==> config.mk <==
export PLATFORM = sky130hd
export DESIGN_NAME = csd_top
export DESIGN_NICKNAME = d
export VERILOG_FILES = /design/src/csd_pkg.sv /design/src/csd_match.sv /design/src/csd_top.sv
export SDC_FILE = /design/constraint.sdc
export NUM_CORES = 1
export LEC_CHECK = 0
export BUFFER_PORTS_ARGS = -buffer_cell sky130_fd_sc_hd__buf_2
export CORE_MARGIN = 4
export CORE_UTILIZATION = 45
export DETAILED_ROUTE_END_ITERATION = 8
export HOLD_SLACK_MARGIN = 0.03
export MAX_ROUTING_LAYER = met4
export PLACE_DENSITY = 0.85
export REMOVE_ABC_BUFFERS = 1
export SYNTH_ARGS = -nofsm -noshare
export SYNTH_HDL_FRONTEND = slang
export SYNTH_HIERARCHICAL = 1
export SYNTH_SLANG_ARGS = --single-unit
==> constraint.sdc <==
create_clock -name core_clk_i -period 3.7 [get_ports core_clk_i]
set_input_delay 0.37 -clock core_clk_i [delete_from_list [all_inputs] [get_ports core_clk_i]]
set_output_delay 0.37 -clock core_clk_i [all_outputs]
set_load 0.02 [all_outputs]
==> src/csd_pkg.sv <==
`default_nettype none
package csd_pkg;

   // Configuration space offsets (byte addresses, dword aligned)
   localparam logic [7:0]  CSD_OFS_PROG_CTRL   = 8'h78;
   localparam logic [7:0]  CSD_OFS_INTC_RELOC  = 8'h80;

   // Reset values
   localparam logic [15:0] CSD_PROG_CTRL_RST   = 16'h0002;
   localparam logic [7:0]  CSD_INTC_RELOC_RST  = 8'h00;

   // Programmable select control fields
   localparam int          CSD_PCTL_ADDR_LSB   = 2;
   localparam int          CSD_PCTL_ADDR_MSB   = 15;
   localparam int          CSD_PCTL_MASK3_BIT  = 1;
   localparam int          CSD_PCTL_MASK2_BIT  = 0;
   localparam logic [1:0]  CSD_PCTL_MODE_OFF   = 2'h2;

   // Relocation register fields
   localparam int          CSD_RLC_DUAL_BIT    = 6;
   localparam int          CSD_RLC_X_LSB       = 2;
   localparam int          CSD_RLC_X_MSB       = 5;
   localparam int          CSD_RLC_Y_LSB       = 0;
   localparam int          CSD_RLC_Y_MSB       = 1;
   localparam logic [7:0]  CSD_RLC_WR_MASK     = 8'h7F;

   // Address fields used by the decoders
   localparam int          CSD_IO_ADDR_W       = 16;
   localparam logic [15:0] CSD_IO_UPPER_ZERO   = 16'h0000;
   localparam logic [15:0] CSD_INTC_PAGE       = 16'hFEC0;
   localparam int          CSD_INTC_X_ADDR_LSB = 12;
   localparam int          CSD_INTC_Y_ADDR_LSB = 10;
   localparam int          CSD_INTC_SLOT_BIT   = 4;

   // Cycle presented by the bridge's PCI target logic
   typedef struct packed {
      logic        active;      // Cycle in progress, held for its length
      logic        is_io;       // I/O command
      logic        is_mem;      // Memory command
      logic        subtractive; // Claimed by subtractive decode
      logic        isa_master;  // Cycle comes from an ISA master
      logic [31:0] addr;        // Cycle address
   } csd_cyc_t;

   // Configuration access from the function's config space logic
   typedef struct packed {
      logic        wr;
      logic        rd;
      logic [7:0]  addr;
      logic [3:0]  be;
      logic [31:0] wdata;
   } csd_cfg_req_t;

endpackage
`default_nettype wire

==> src/csd_match.sv <==
`timescale 1ns/10ps
`default_nettype none
// Masked equality compare: a bit whose mask is set is a don't care
module csd_match #(
   parameter int W = 4
) (
   input  wire logic [W-1:0] addr_i,
   input  wire logic [W-1:0] ref_i,
   input  wire logic [W-1:0] mask_i,
   output logic              match_o
);

   logic [W-1:0] hit;

   // Elaboration check on the width
   generate
      if (W < 1)
      begin : g_bad_width
         $error("csd_match needs W of at least 1");
      end
   endgenerate

   // One compare per address bit
   genvar i;
   generate
      for (i = 0; i < W; i++)
      begin : g_bit
         assign hit[i] = mask_i[i] | (addr_i[i] == ref_i[i]);
      end
   endgenerate

   assign match_o = &hit;

endmodule
`default_nettype wire

==> src/csd_top.sv <==
`timescale 1ns/10ps
`default_nettype none
//Contract
// - Program select only for subtractive PCI I/O hits
// - Window anywhere in 16-bit I/O, 4/8/16 bytes
// - Program select needs address bits 31:16 zero
// - Never program select for ISA master cycles
// - Control bits 15:2 hold compare address
// - Bit1 masks address bit3, bit0 masks bit2
// - Mask 00=4, 01=8, 10=off, 11=16 bytes
// - Only one contiguous window, split range refused
// - Intc select at base+00h and base+10h
// - Relocation bits 5:2 compare address 15:12
// - Relocation bits 1:0 compare address 11:10
// - Relocation bit6 ignores address bit 12
// - Reset relocation zero decodes lowest base
module csd_top (
   input  wire logic                  core_clk_i,
   input  wire logic                  rst_i,
   input  wire csd_pkg::csd_cyc_t     cyc_i,
   input  wire csd_pkg::csd_cfg_req_t cfg_i,
   output logic [31:0]                cfg_rdata_o,
   output logic [15:0]                prog_select_ctrl_o,
   output logic [7:0]                 intc_base_reloc_o,
   output logic                       prog_sel_n_o,
   output logic                       intc_sel_n_o
);
   import csd_pkg::*;

   // Compare widths follow the register field layouts
   localparam int IO_CMP_W   = CSD_PCTL_ADDR_MSB - CSD_PCTL_ADDR_LSB + 1;
   localparam int INTC_CMP_W = CSD_RLC_X_MSB - CSD_RLC_Y_LSB + 1;

   logic [15:0] prog_ctrl_q;
   logic [15:0] prog_ctrl_d;
   logic [7:0]  reloc_q;
   logic [7:0]  reloc_d;
   logic [31:0] rdata_q;
   logic [31:0] rdata_d;
   logic        prog_sel_n_q;
   logic        prog_sel_n_d;
   logic        intc_sel_n_q;
   logic        intc_sel_n_d;

   logic [13:0] io_match_addr;
   logic [13:0] io_mask;
   logic        io_addr_hit;
   logic        prog_enable;
   logic        prog_hit;

   logic [5:0]  intc_ref;
   logic [5:0]  intc_mask;
   logic        intc_base_hit;
   logic        intc_offset_hit;
   logic        intc_hit;
   logic        dual_range_enable;

   // The compare vectors below are sized for these layouts; refuse any other
   generate
      if (IO_CMP_W != 14)
      begin : g_bad_io_field
         $error("csd_top needs a 14-bit programmable address field");
      end
      if (INTC_CMP_W != 6)
      begin : g_bad_reloc_field
         $error("csd_top needs a 6-bit relocation base field");
      end
      if (CSD_INTC_X_ADDR_LSB - CSD_INTC_Y_ADDR_LSB != CSD_RLC_X_LSB - CSD_RLC_Y_LSB)
      begin : g_bad_intc_order
         $error("csd_top needs the y address bits directly below the x bits");
      end
      if (CSD_INTC_SLOT_BIT + 1 >= CSD_INTC_Y_ADDR_LSB)
      begin : g_bad_slot_bit
         $error("csd_top needs the slot bit below the y address bits");
      end
   endgenerate

   // Register writes honour the byte enables; reserved bit 7 is not stored
   // Byte lanes 3:2 carry nothing here, so their enables are ignored
   // A write to any other offset leaves both registers untouched
   always_comb
   begin
      prog_ctrl_d = prog_ctrl_q;
      reloc_d     = reloc_q;
      if (cfg_i.wr && cfg_i.addr == CSD_OFS_PROG_CTRL)
      begin
         if (cfg_i.be[0])
         begin
            prog_ctrl_d[7:0] = cfg_i.wdata[7:0];
         end
         if (cfg_i.be[1])
         begin
            prog_ctrl_d[15:8] = cfg_i.wdata[15:8];
         end
      end
      if (cfg_i.wr && cfg_i.addr == CSD_OFS_INTC_RELOC && cfg_i.be[0])
      begin
         reloc_d = cfg_i.wdata[7:0] & CSD_RLC_WR_MASK;
      end
   end

   // Read data is captured one cycle after the read strobe
   // A write in the same cycle is not yet visible, so the old value returns
   // Unmapped offsets read as zero rather than holding stale data
   always_comb
   begin
      rdata_d = rdata_q;
      if (cfg_i.rd)
      begin
         unique case (cfg_i.addr)
            CSD_OFS_PROG_CTRL:  rdata_d = {16'h0000, prog_ctrl_q};
            CSD_OFS_INTC_RELOC: rdata_d = {24'h000000, reloc_q};
            default:            rdata_d = 32'h00000000;
         endcase
      end
   end

   // Configuration state
   always_ff @(posedge core_clk_i or posedge rst_i)
   begin
      if (rst_i)
      begin
         prog_ctrl_q <= CSD_PROG_CTRL_RST;
         reloc_q     <= CSD_INTC_RELOC_RST;
         rdata_q     <= 32'h00000000;
      end
      else
      begin
         prog_ctrl_q <= prog_ctrl_d;
         reloc_q     <= reloc_d;
         rdata_q     <= rdata_d;
      end
   end

   // Programmable window: base bits 15:2, with bits 3:2 optionally don't care
   // A masked bit widens the window to 8 or 16 contiguous bytes
   assign io_match_addr = prog_ctrl_q[CSD_PCTL_ADDR_MSB:CSD_PCTL_ADDR_LSB];
   assign io_mask = {12'h000,
                     prog_ctrl_q[CSD_PCTL_MASK3_BIT],
                     prog_ctrl_q[CSD_PCTL_MASK2_BIT]};

   csd_match #(
      .W(IO_CMP_W)
   ) u_io_match (
      .addr_i  (cyc_i.addr[CSD_IO_ADDR_W-1:CSD_PCTL_ADDR_LSB]),
      .ref_i   (io_match_addr),
      .mask_i  (io_mask),
      .match_o (io_addr_hit)
   );

   // Masking bit 3 alone would split the window, so that code means off
   assign prog_enable = (prog_ctrl_q[1:0] != CSD_PCTL_MODE_OFF);

   // Only subtractive I/O from PCI masters with a 16-bit address qualifies
   assign prog_hit = cyc_i.active
                   & cyc_i.is_io
                   & cyc_i.subtractive
                   & ~cyc_i.isa_master
                   & (cyc_i.addr[31:16] == CSD_IO_UPPER_ZERO)
                   & io_addr_hit
                   & prog_enable;

   // Interrupt controller base: x compares 15:12, y compares 11:10
   assign dual_range_enable = reloc_q[CSD_RLC_DUAL_BIT];
   assign intc_ref  = {reloc_q[CSD_RLC_X_MSB:CSD_RLC_X_LSB],
                       reloc_q[CSD_RLC_Y_MSB:CSD_RLC_Y_LSB]};
   assign intc_mask = {3'h0, dual_range_enable, 2'h0};

   csd_match #(
      .W(INTC_CMP_W)
   ) u_intc_match (
      .addr_i  (cyc_i.addr[CSD_INTC_X_ADDR_LSB+3:CSD_INTC_Y_ADDR_LSB]),
      .ref_i   (intc_ref),
      .mask_i  (intc_mask),
      .match_o (intc_base_hit)
   );

   // Only the two dword slots at +00h and +10h answer; bit 4 picks the slot
   assign intc_offset_hit = (cyc_i.addr[CSD_INTC_Y_ADDR_LSB-1:CSD_INTC_SLOT_BIT+1] == 5'h00)
                          & (cyc_i.addr[CSD_INTC_SLOT_BIT-1:2] == 2'h0);

   // Board logic splits a dual range with ISA address bit 12
   // The select itself cannot tell the two controllers apart
   assign intc_hit = cyc_i.active
                   & cyc_i.is_mem
                   & ~cyc_i.isa_master
                   & (cyc_i.addr[31:16] == CSD_INTC_PAGE)
                   & intc_base_hit
                   & intc_offset_hit;

   // Selects are active low and follow the cycle one clock later
   // Registering them costs a clock but keeps the pins free of decode glitches
   always_comb
   begin
      prog_sel_n_d = ~prog_hit;
      intc_sel_n_d = ~intc_hit;
   end

   // Select outputs idle high through reset
   always_ff @(posedge core_clk_i or posedge rst_i)
   begin
      if (rst_i)
      begin
         prog_sel_n_q <= 1'b1;
         intc_sel_n_q <= 1'b1;
      end
      else
      begin
         prog_sel_n_q <= prog_sel_n_d;
         intc_sel_n_q <= intc_sel_n_d;
      end
   end

   assign cfg_rdata_o        = rdata_q;
   assign prog_select_ctrl_o = prog_ctrl_q;
   assign intc_base_reloc_o  = reloc_q;
   assign prog_sel_n_o       = prog_sel_n_q;
   assign intc_sel_n_o       = intc_sel_n_q;

endmodule
`default_nettype wire

---- Word-level counts from Yosys, hierarchy flattened ----
Index checks and enable logic that the tools add are counted.
word-level totals
  output and inout port bits .............. 58
  bits in registers ....................... 57
  logic and storage cells ................. 59
  input bits .............................. 85
operators by class
  multiplexer cells ....................... 1
  reductions and logical operators ........ 10
  equality and inequality tests ........... 24
  bitwise gates (word level) .............. 18
operator list
  operator                                                         count
  16-bit case mux with 2 select lines                              1
  1-bit == test                                                    20
  16-bit == test, second input constant                            1
  16-bit logical NOT                                               1
  14-bit AND reduction                                             1
  1-bit AND                                                        12
  8-bit by 7-bit == test with 1-bit output, second input constant  1
  8-bit == test, second input constant                             1
  6-bit AND reduction                                              1
  5-bit logical NOT                                                1
  2-bit AND reduction                                              2
  1-bit logical AND                                                3
  1-bit NOT                                                        3
  1-bit bitwise OR                                                 3
  2-bit logical NOT                                                1
  2-bit != test, second input constant                             1

---- Longest topological paths before layout ----
  word-level depth ........................ 7
  mapped depth ............................ 6
  gate-level depth less buffers ........... 6

---- Modules after synthesis ----
Netlist, hierarchy kept.
modules (own cells, without submodules)
  module                     times used  area each (um2)  cells each
  csd_top                    1           1900.6           151
  csd_match at u_io_match    1           186.4            23
  csd_match at u_intc_match  1           81.3             10

---- Least setup slack after synthesis ----
Ideal clock, no wire load.
  path type ............................... flip-flop to flip-flop
  from .................................... register prog_ctrl_q[15], in the netlist prog_select_ctrl_o[15]
  to ...................................... register prog_sel_n_q, in the netlist prog_sel_n_o
  data required time ...................... 3.607 ns
  data arrival time ....................... 1.832 ns
  slack ................................... 1.776 ns
  buffers on the path ..................... 0
  cell stages (with the launch flop) ...... 7
  clock period less this slack ............ 1.924 ns
  library setup time ...................... 0.093 ns
  path through ............................ dfrtp_1 xnor2_1 o22ai_1 or4_1 nor4_2 nor4b_1 nand4_1
between the ends
  longest elaborated chain between the ends .. 5
RTL lines
  item                      line             text
  start: declaration        csd_top.sv:34    logic [15:0] prog_ctrl_q;
  start signal: assignment  csd_top.sv:129   prog_ctrl_q <= prog_ctrl_d;
  1-bit == test             csd_match.sv:28  assign hit[i] = mask_i[i] | (addr_i[i] == ref_i[i]);
  14-bit AND reduction      csd_match.sv:32  assign match_o = &hit;
  via io_addr_hit           csd_top.sv:47    logic io_addr_hit;
  1-bit AND                 csd_top.sv:160   & io_addr_hit
  1-bit AND                 csd_top.sv:161   & prog_enable;
  1-bit NOT                 csd_top.sv:195   prog_sel_n_d = ~prog_hit;
  via prog_sel_n_d          csd_top.sv:41    logic prog_sel_n_d;
  end signal: assignment    csd_top.sv:209   prog_sel_n_q <= prog_sel_n_d;
  end: declaration          csd_top.sv:40    logic prog_sel_n_q;
The timed path passes the listed nets, and every way through them passes these cells.
A chain may end at the register's enable or synchronous reset.

---- Worst setup path after layout ----
  from .................................... register prog_ctrl_q[3], in the netlist prog_select_ctrl_o[3]
  to ...................................... register prog_sel_n_q, in the netlist prog_sel_n_o
between the ends
  longest elaborated chain between the ends .. 6
RTL lines
  item                  line
  1-bit == test         csd_match.sv:28
  1-bit bitwise OR      csd_match.sv:28
  14-bit AND reduction  csd_match.sv:32
  via io_addr_hit       csd_top.sv:47
  1-bit AND             csd_top.sv:160
  1-bit AND             csd_top.sv:161
  1-bit NOT             csd_top.sv:195
  via prog_sel_n_d      csd_top.sv:41
The timed path passes the listed nets, and every way through them passes these cells.

==> results.tsv <==
stage	metric	value	unit
outcome	status	finished, final reports clean	
clock_network	post-CTS sizing	0	
final_layout	ratio of cells with drive above 1 in the final layout	47.27	%
sta	Period minus WS final	2033	ps
detailed_routing	post-DR wirelength/cell	16.39	µm
final_layout	P&R area growth vs syn	30.41	%
critical_path	slowest stage delay, CP	530	ps
critical_path	CP startpoint	prog_select_ctrl_o[3]	
clock_network	CTS max path bufs	2	
sta	endpoints failing setup	0	
critical_path	Req. time, crit path	3900	ps
final_layout	Final nets	395	
clock_network	CTS tree	yes	
final_layout	most frequent cells in the layout	105 x buf_2, 38 x dfrtp_1, 34 x conb_1, 23 x mux2_2, 20 x xnor2_1	
floorplanning	row count	24	
power_and_ir_drop	maximum vdd drop	0.1803	mV
hold_path	Hold Crit Class	input port to asynchronous set/reset pin	
global_routing	largest net degree at the start of global routing	42	
power_and_ir_drop	power density over the cells	309.6	mW/mm²
clock_network	clock slew at reported path FFs	80	ps
detailed_routing	initial drt markers	76	
final_layout	Final Cell Area	0.002828	mm²
placed_design	PortBufs	105	
power_and_ir_drop	Pleak	1.518	nW
floorplanning	die width	77.42	µm
placed_design	DP HPWL	4.769	mm
final_layout	number of antenna repair diodes	0	
sta	fin crit share	54.93	%
detailed_routing	vias	1893	
synthesis	register area share after synthesis	47.49	%
clock_network	Post-CTS Setup Inserts	0	
sta	RSZ-0062 raised after global routing	false	
detailed_routing	vias per cell	5.215	
final_layout	leading cell type in the layout, fill and taps excluded	buf_2	
sta	Fin Setup TNS	0	ps
final_layout	Fill cells	392	
sta	Max transition margin	50.29	%
clock_network	CTS Buf Count	5	
sta	final hold viol count	0	
critical_path	kind of critical path	flip-flop to flip-flop	
clock_network	H-tree Lvls	2	
clock_network	Clock Sinks	41	
detailed_routing	Routed Antenna Nets	0	
critical_path	CP Launch Type	flip-flop	
floorplanning	placeable core area	0.004504	mm²
placed_design	GP Congestion	0.8329	
sta	final setup skew	3.713	ps
detailed_routing	First-pass DRT Iterations	4	
floorplanning	initial core utilization	48.14	%
synthesis	syn avg cell area	11.78	µm²
synthesis	Seq cells post-synth	41	
global_routing	M2 GR Usage	35.84	%
run	Max-Cap Viols	0	
synthesis	Gate Count Post-Synth	184	
critical_path	cells along the critical path	xnor2_1, o22ai_1, or4_1, nor4_2, nor4b_1, nand4_1	
global_routing	total gr overflow	0	
floorplanning	Die H	77.42	µm
synthesis	Unique masters post-synth	30	
critical_path	CP top delay family	simple AND/OR/NAND/NOR gates	
critical_path	Slowest cell on crit path	or4_1	
synthesis	Mapped Area	0.002168	mm²
sta	Max Slew Vio Count	0	
critical_path	crit-path max FO	4	
critical_path	Critical Path End Type	flip-flop	
floorplanning	die area	0.005993	mm²
critical_path	worst r2r src	prog_select_ctrl_o[3]	
critical_path	Worst Path Arrival	2240	ps
synthesis	Ys Warns	6	
global_routing	GRT Max-Usage Layer	met2	
placed_design	placed inst area	0.002748	mm²
clock_network	# hold bufs at CTS	0	
detailed_routing	Post-Route WL	5.951	mm
clock_network	Skew-Pair Late Insertion Delay	290	ps
floorplanning	IO Pins	143	
global_routing	global-route wire length before repair	9.880	mm
critical_path	Bufs and invs on worst path	0	
sta	final hold slack	206.3	ps
detailed_routing	DRC Markers	0	
global_routing	vias in the first global route	2035	
global_routing	antenna violations before repair	0	
global_routing	met3 Use GR	5.208	%
global_routing	GRT Total Usage	21.28	%
global_routing	met1 usage	25.45	%
sta	fmax	0.4920	GHz
sta	worst-margin pin slew	742.5	ps
clock_network	Root Driver	clkbuf_8	
==> cell usage after synthesis <==
cell type / count / area (µm²)
nand3_1: 1 / 5.000
nor2_1: 3 / 11.26
nor3b_2: 1 / 12.51
dfstp_2: 3 / 78.83
nor4b_4: 1 / 23.77
dfrtp_1: 38 / 950.9
conb_1: 1 / 3.750
xnor2_1: 20 / 175.2
nor4b_1: 2 / 17.52
o221ai_1: 7 / 61.31
nor3_2: 1 / 10.01
nor4b_2: 1 / 15.01
buf_2: 3 / 15.01
nor4_1: 3 / 18.77
nor4_2: 1 / 12.51
and4b_1: 1 / 10.01
clkinv_1: 1 / 3.750
buf_4: 17 / 127.6
o22ai_1: 10 / 62.56
inv_1: 9 / 33.78
a22o_1: 9 / 78.83
or4b_2: 2 / 20.02
mux2_2: 23 / 259.0
or4_1: 1 / 7.510
nand4_2: 3 / 37.54
and4_1: 1 / 8.760
and3_1: 1 / 6.260
nand4_1: 10 / 62.56
a21oi_1: 1 / 5.000
nand2_1: 9 / 33.78
==> kinds of logic (layout without fill, tap and decap cells) <==
family / after synthesis / after routing / synth area share, %
flops: 41 / 41 / 47.49
buf+inv: 30 / 124 / 8.309
compound gates: 27 / 27 / 9.579
xor+xnor: 20 / 20 / 8.079
mux: 23 / 23 / 11.94
other cells: 1 / 34 / 0.1729
simple gates: 42 / 42 / 14.43
==> final timing paths <==
| path | to | slack [ps] | depth (start not counted) |
|---|---|---|---|
| worst max-delay path | prog_sel_n_o | 1670 | 6 |
| worst min-delay path | prog_select_ctrl_o[4] | 210 | 3 |
| worst max register to register | prog_sel_n_o | 1670 | 6 |
| worst min register to register | cfg_rdata_o[8] | 510 | 1 |
| max in group asynchronous | intc_sel_n_o | 3120 | 3 |
| min in group core_clk_i | prog_select_ctrl_o[12] | 310 | 2 |
==> registers in the layout, summed over array words and instances, names as in the netlist <==
signal	count
intc_base_reloc_o	7
intc_sel_n_o	1
prog_select_ctrl_o	16
prog_sel_n_o	1
cfg_rdata_o	16
==> worst register-to-register path, cell delays in order (launching register included) <==
cell     delay [ps]
dfrtp_1         450
xnor2_1         180
o22ai_1          90
or4_1           530
nor4_2          300
nor4b_1         260
nand4_1         130
==> layout make-up <==
cell class	instances	area [µm²]	share of cell area [%]
clock buffers	8	80.08	2.832
inverters	10	37.54	1.327
repair buffers	106	533.0	18.85
multi-input cells	146	1082	38.27
flip-flops and latches	41	1030	36.42
well taps	52	65.06	2.301
==> metrics by stage <==
| stage | utilization [%] | std cells | setup slack [ps] | power (mW) |
|---|---|---|---|---|
| 4_1_cts | 62.78 | 363 | 1639 | 0.8848 |
| 5_1_grt | 62.78 | 363 | 1483 | 0.9229 |
| 3_5_place_dp | 61.00 | 355 | 1620 | 0.6049 |
| 2_1_floorplan | - | 197 | 1776 | 0.5399 |
| 3_3_place_gp | 61.00 | 355 | 1632 | 0.6009 |
| 6_report | 62.78 | 363 | 1668 | 0.8755 |
==> per-layer routing <==
metal | part of all wire, % | wire (µm)
met1 | 41 | 2440
met2 | 50 | 2954
met4 | 1.8 | 106
met3 | 7.5 | 449
met5 | 0 | 0
==> where the power goes <==
group / total, mW / internal, mW / switching [mW]
clock: 0.279 / 0.134 / 0.145
combinational: 0.133 / 0.0541 / 0.0786
sequential: 0.464 / 0.455 / 0.00887
total: 0.876 / 0.643 / 0.232
(Power assumes the default switching activity.)
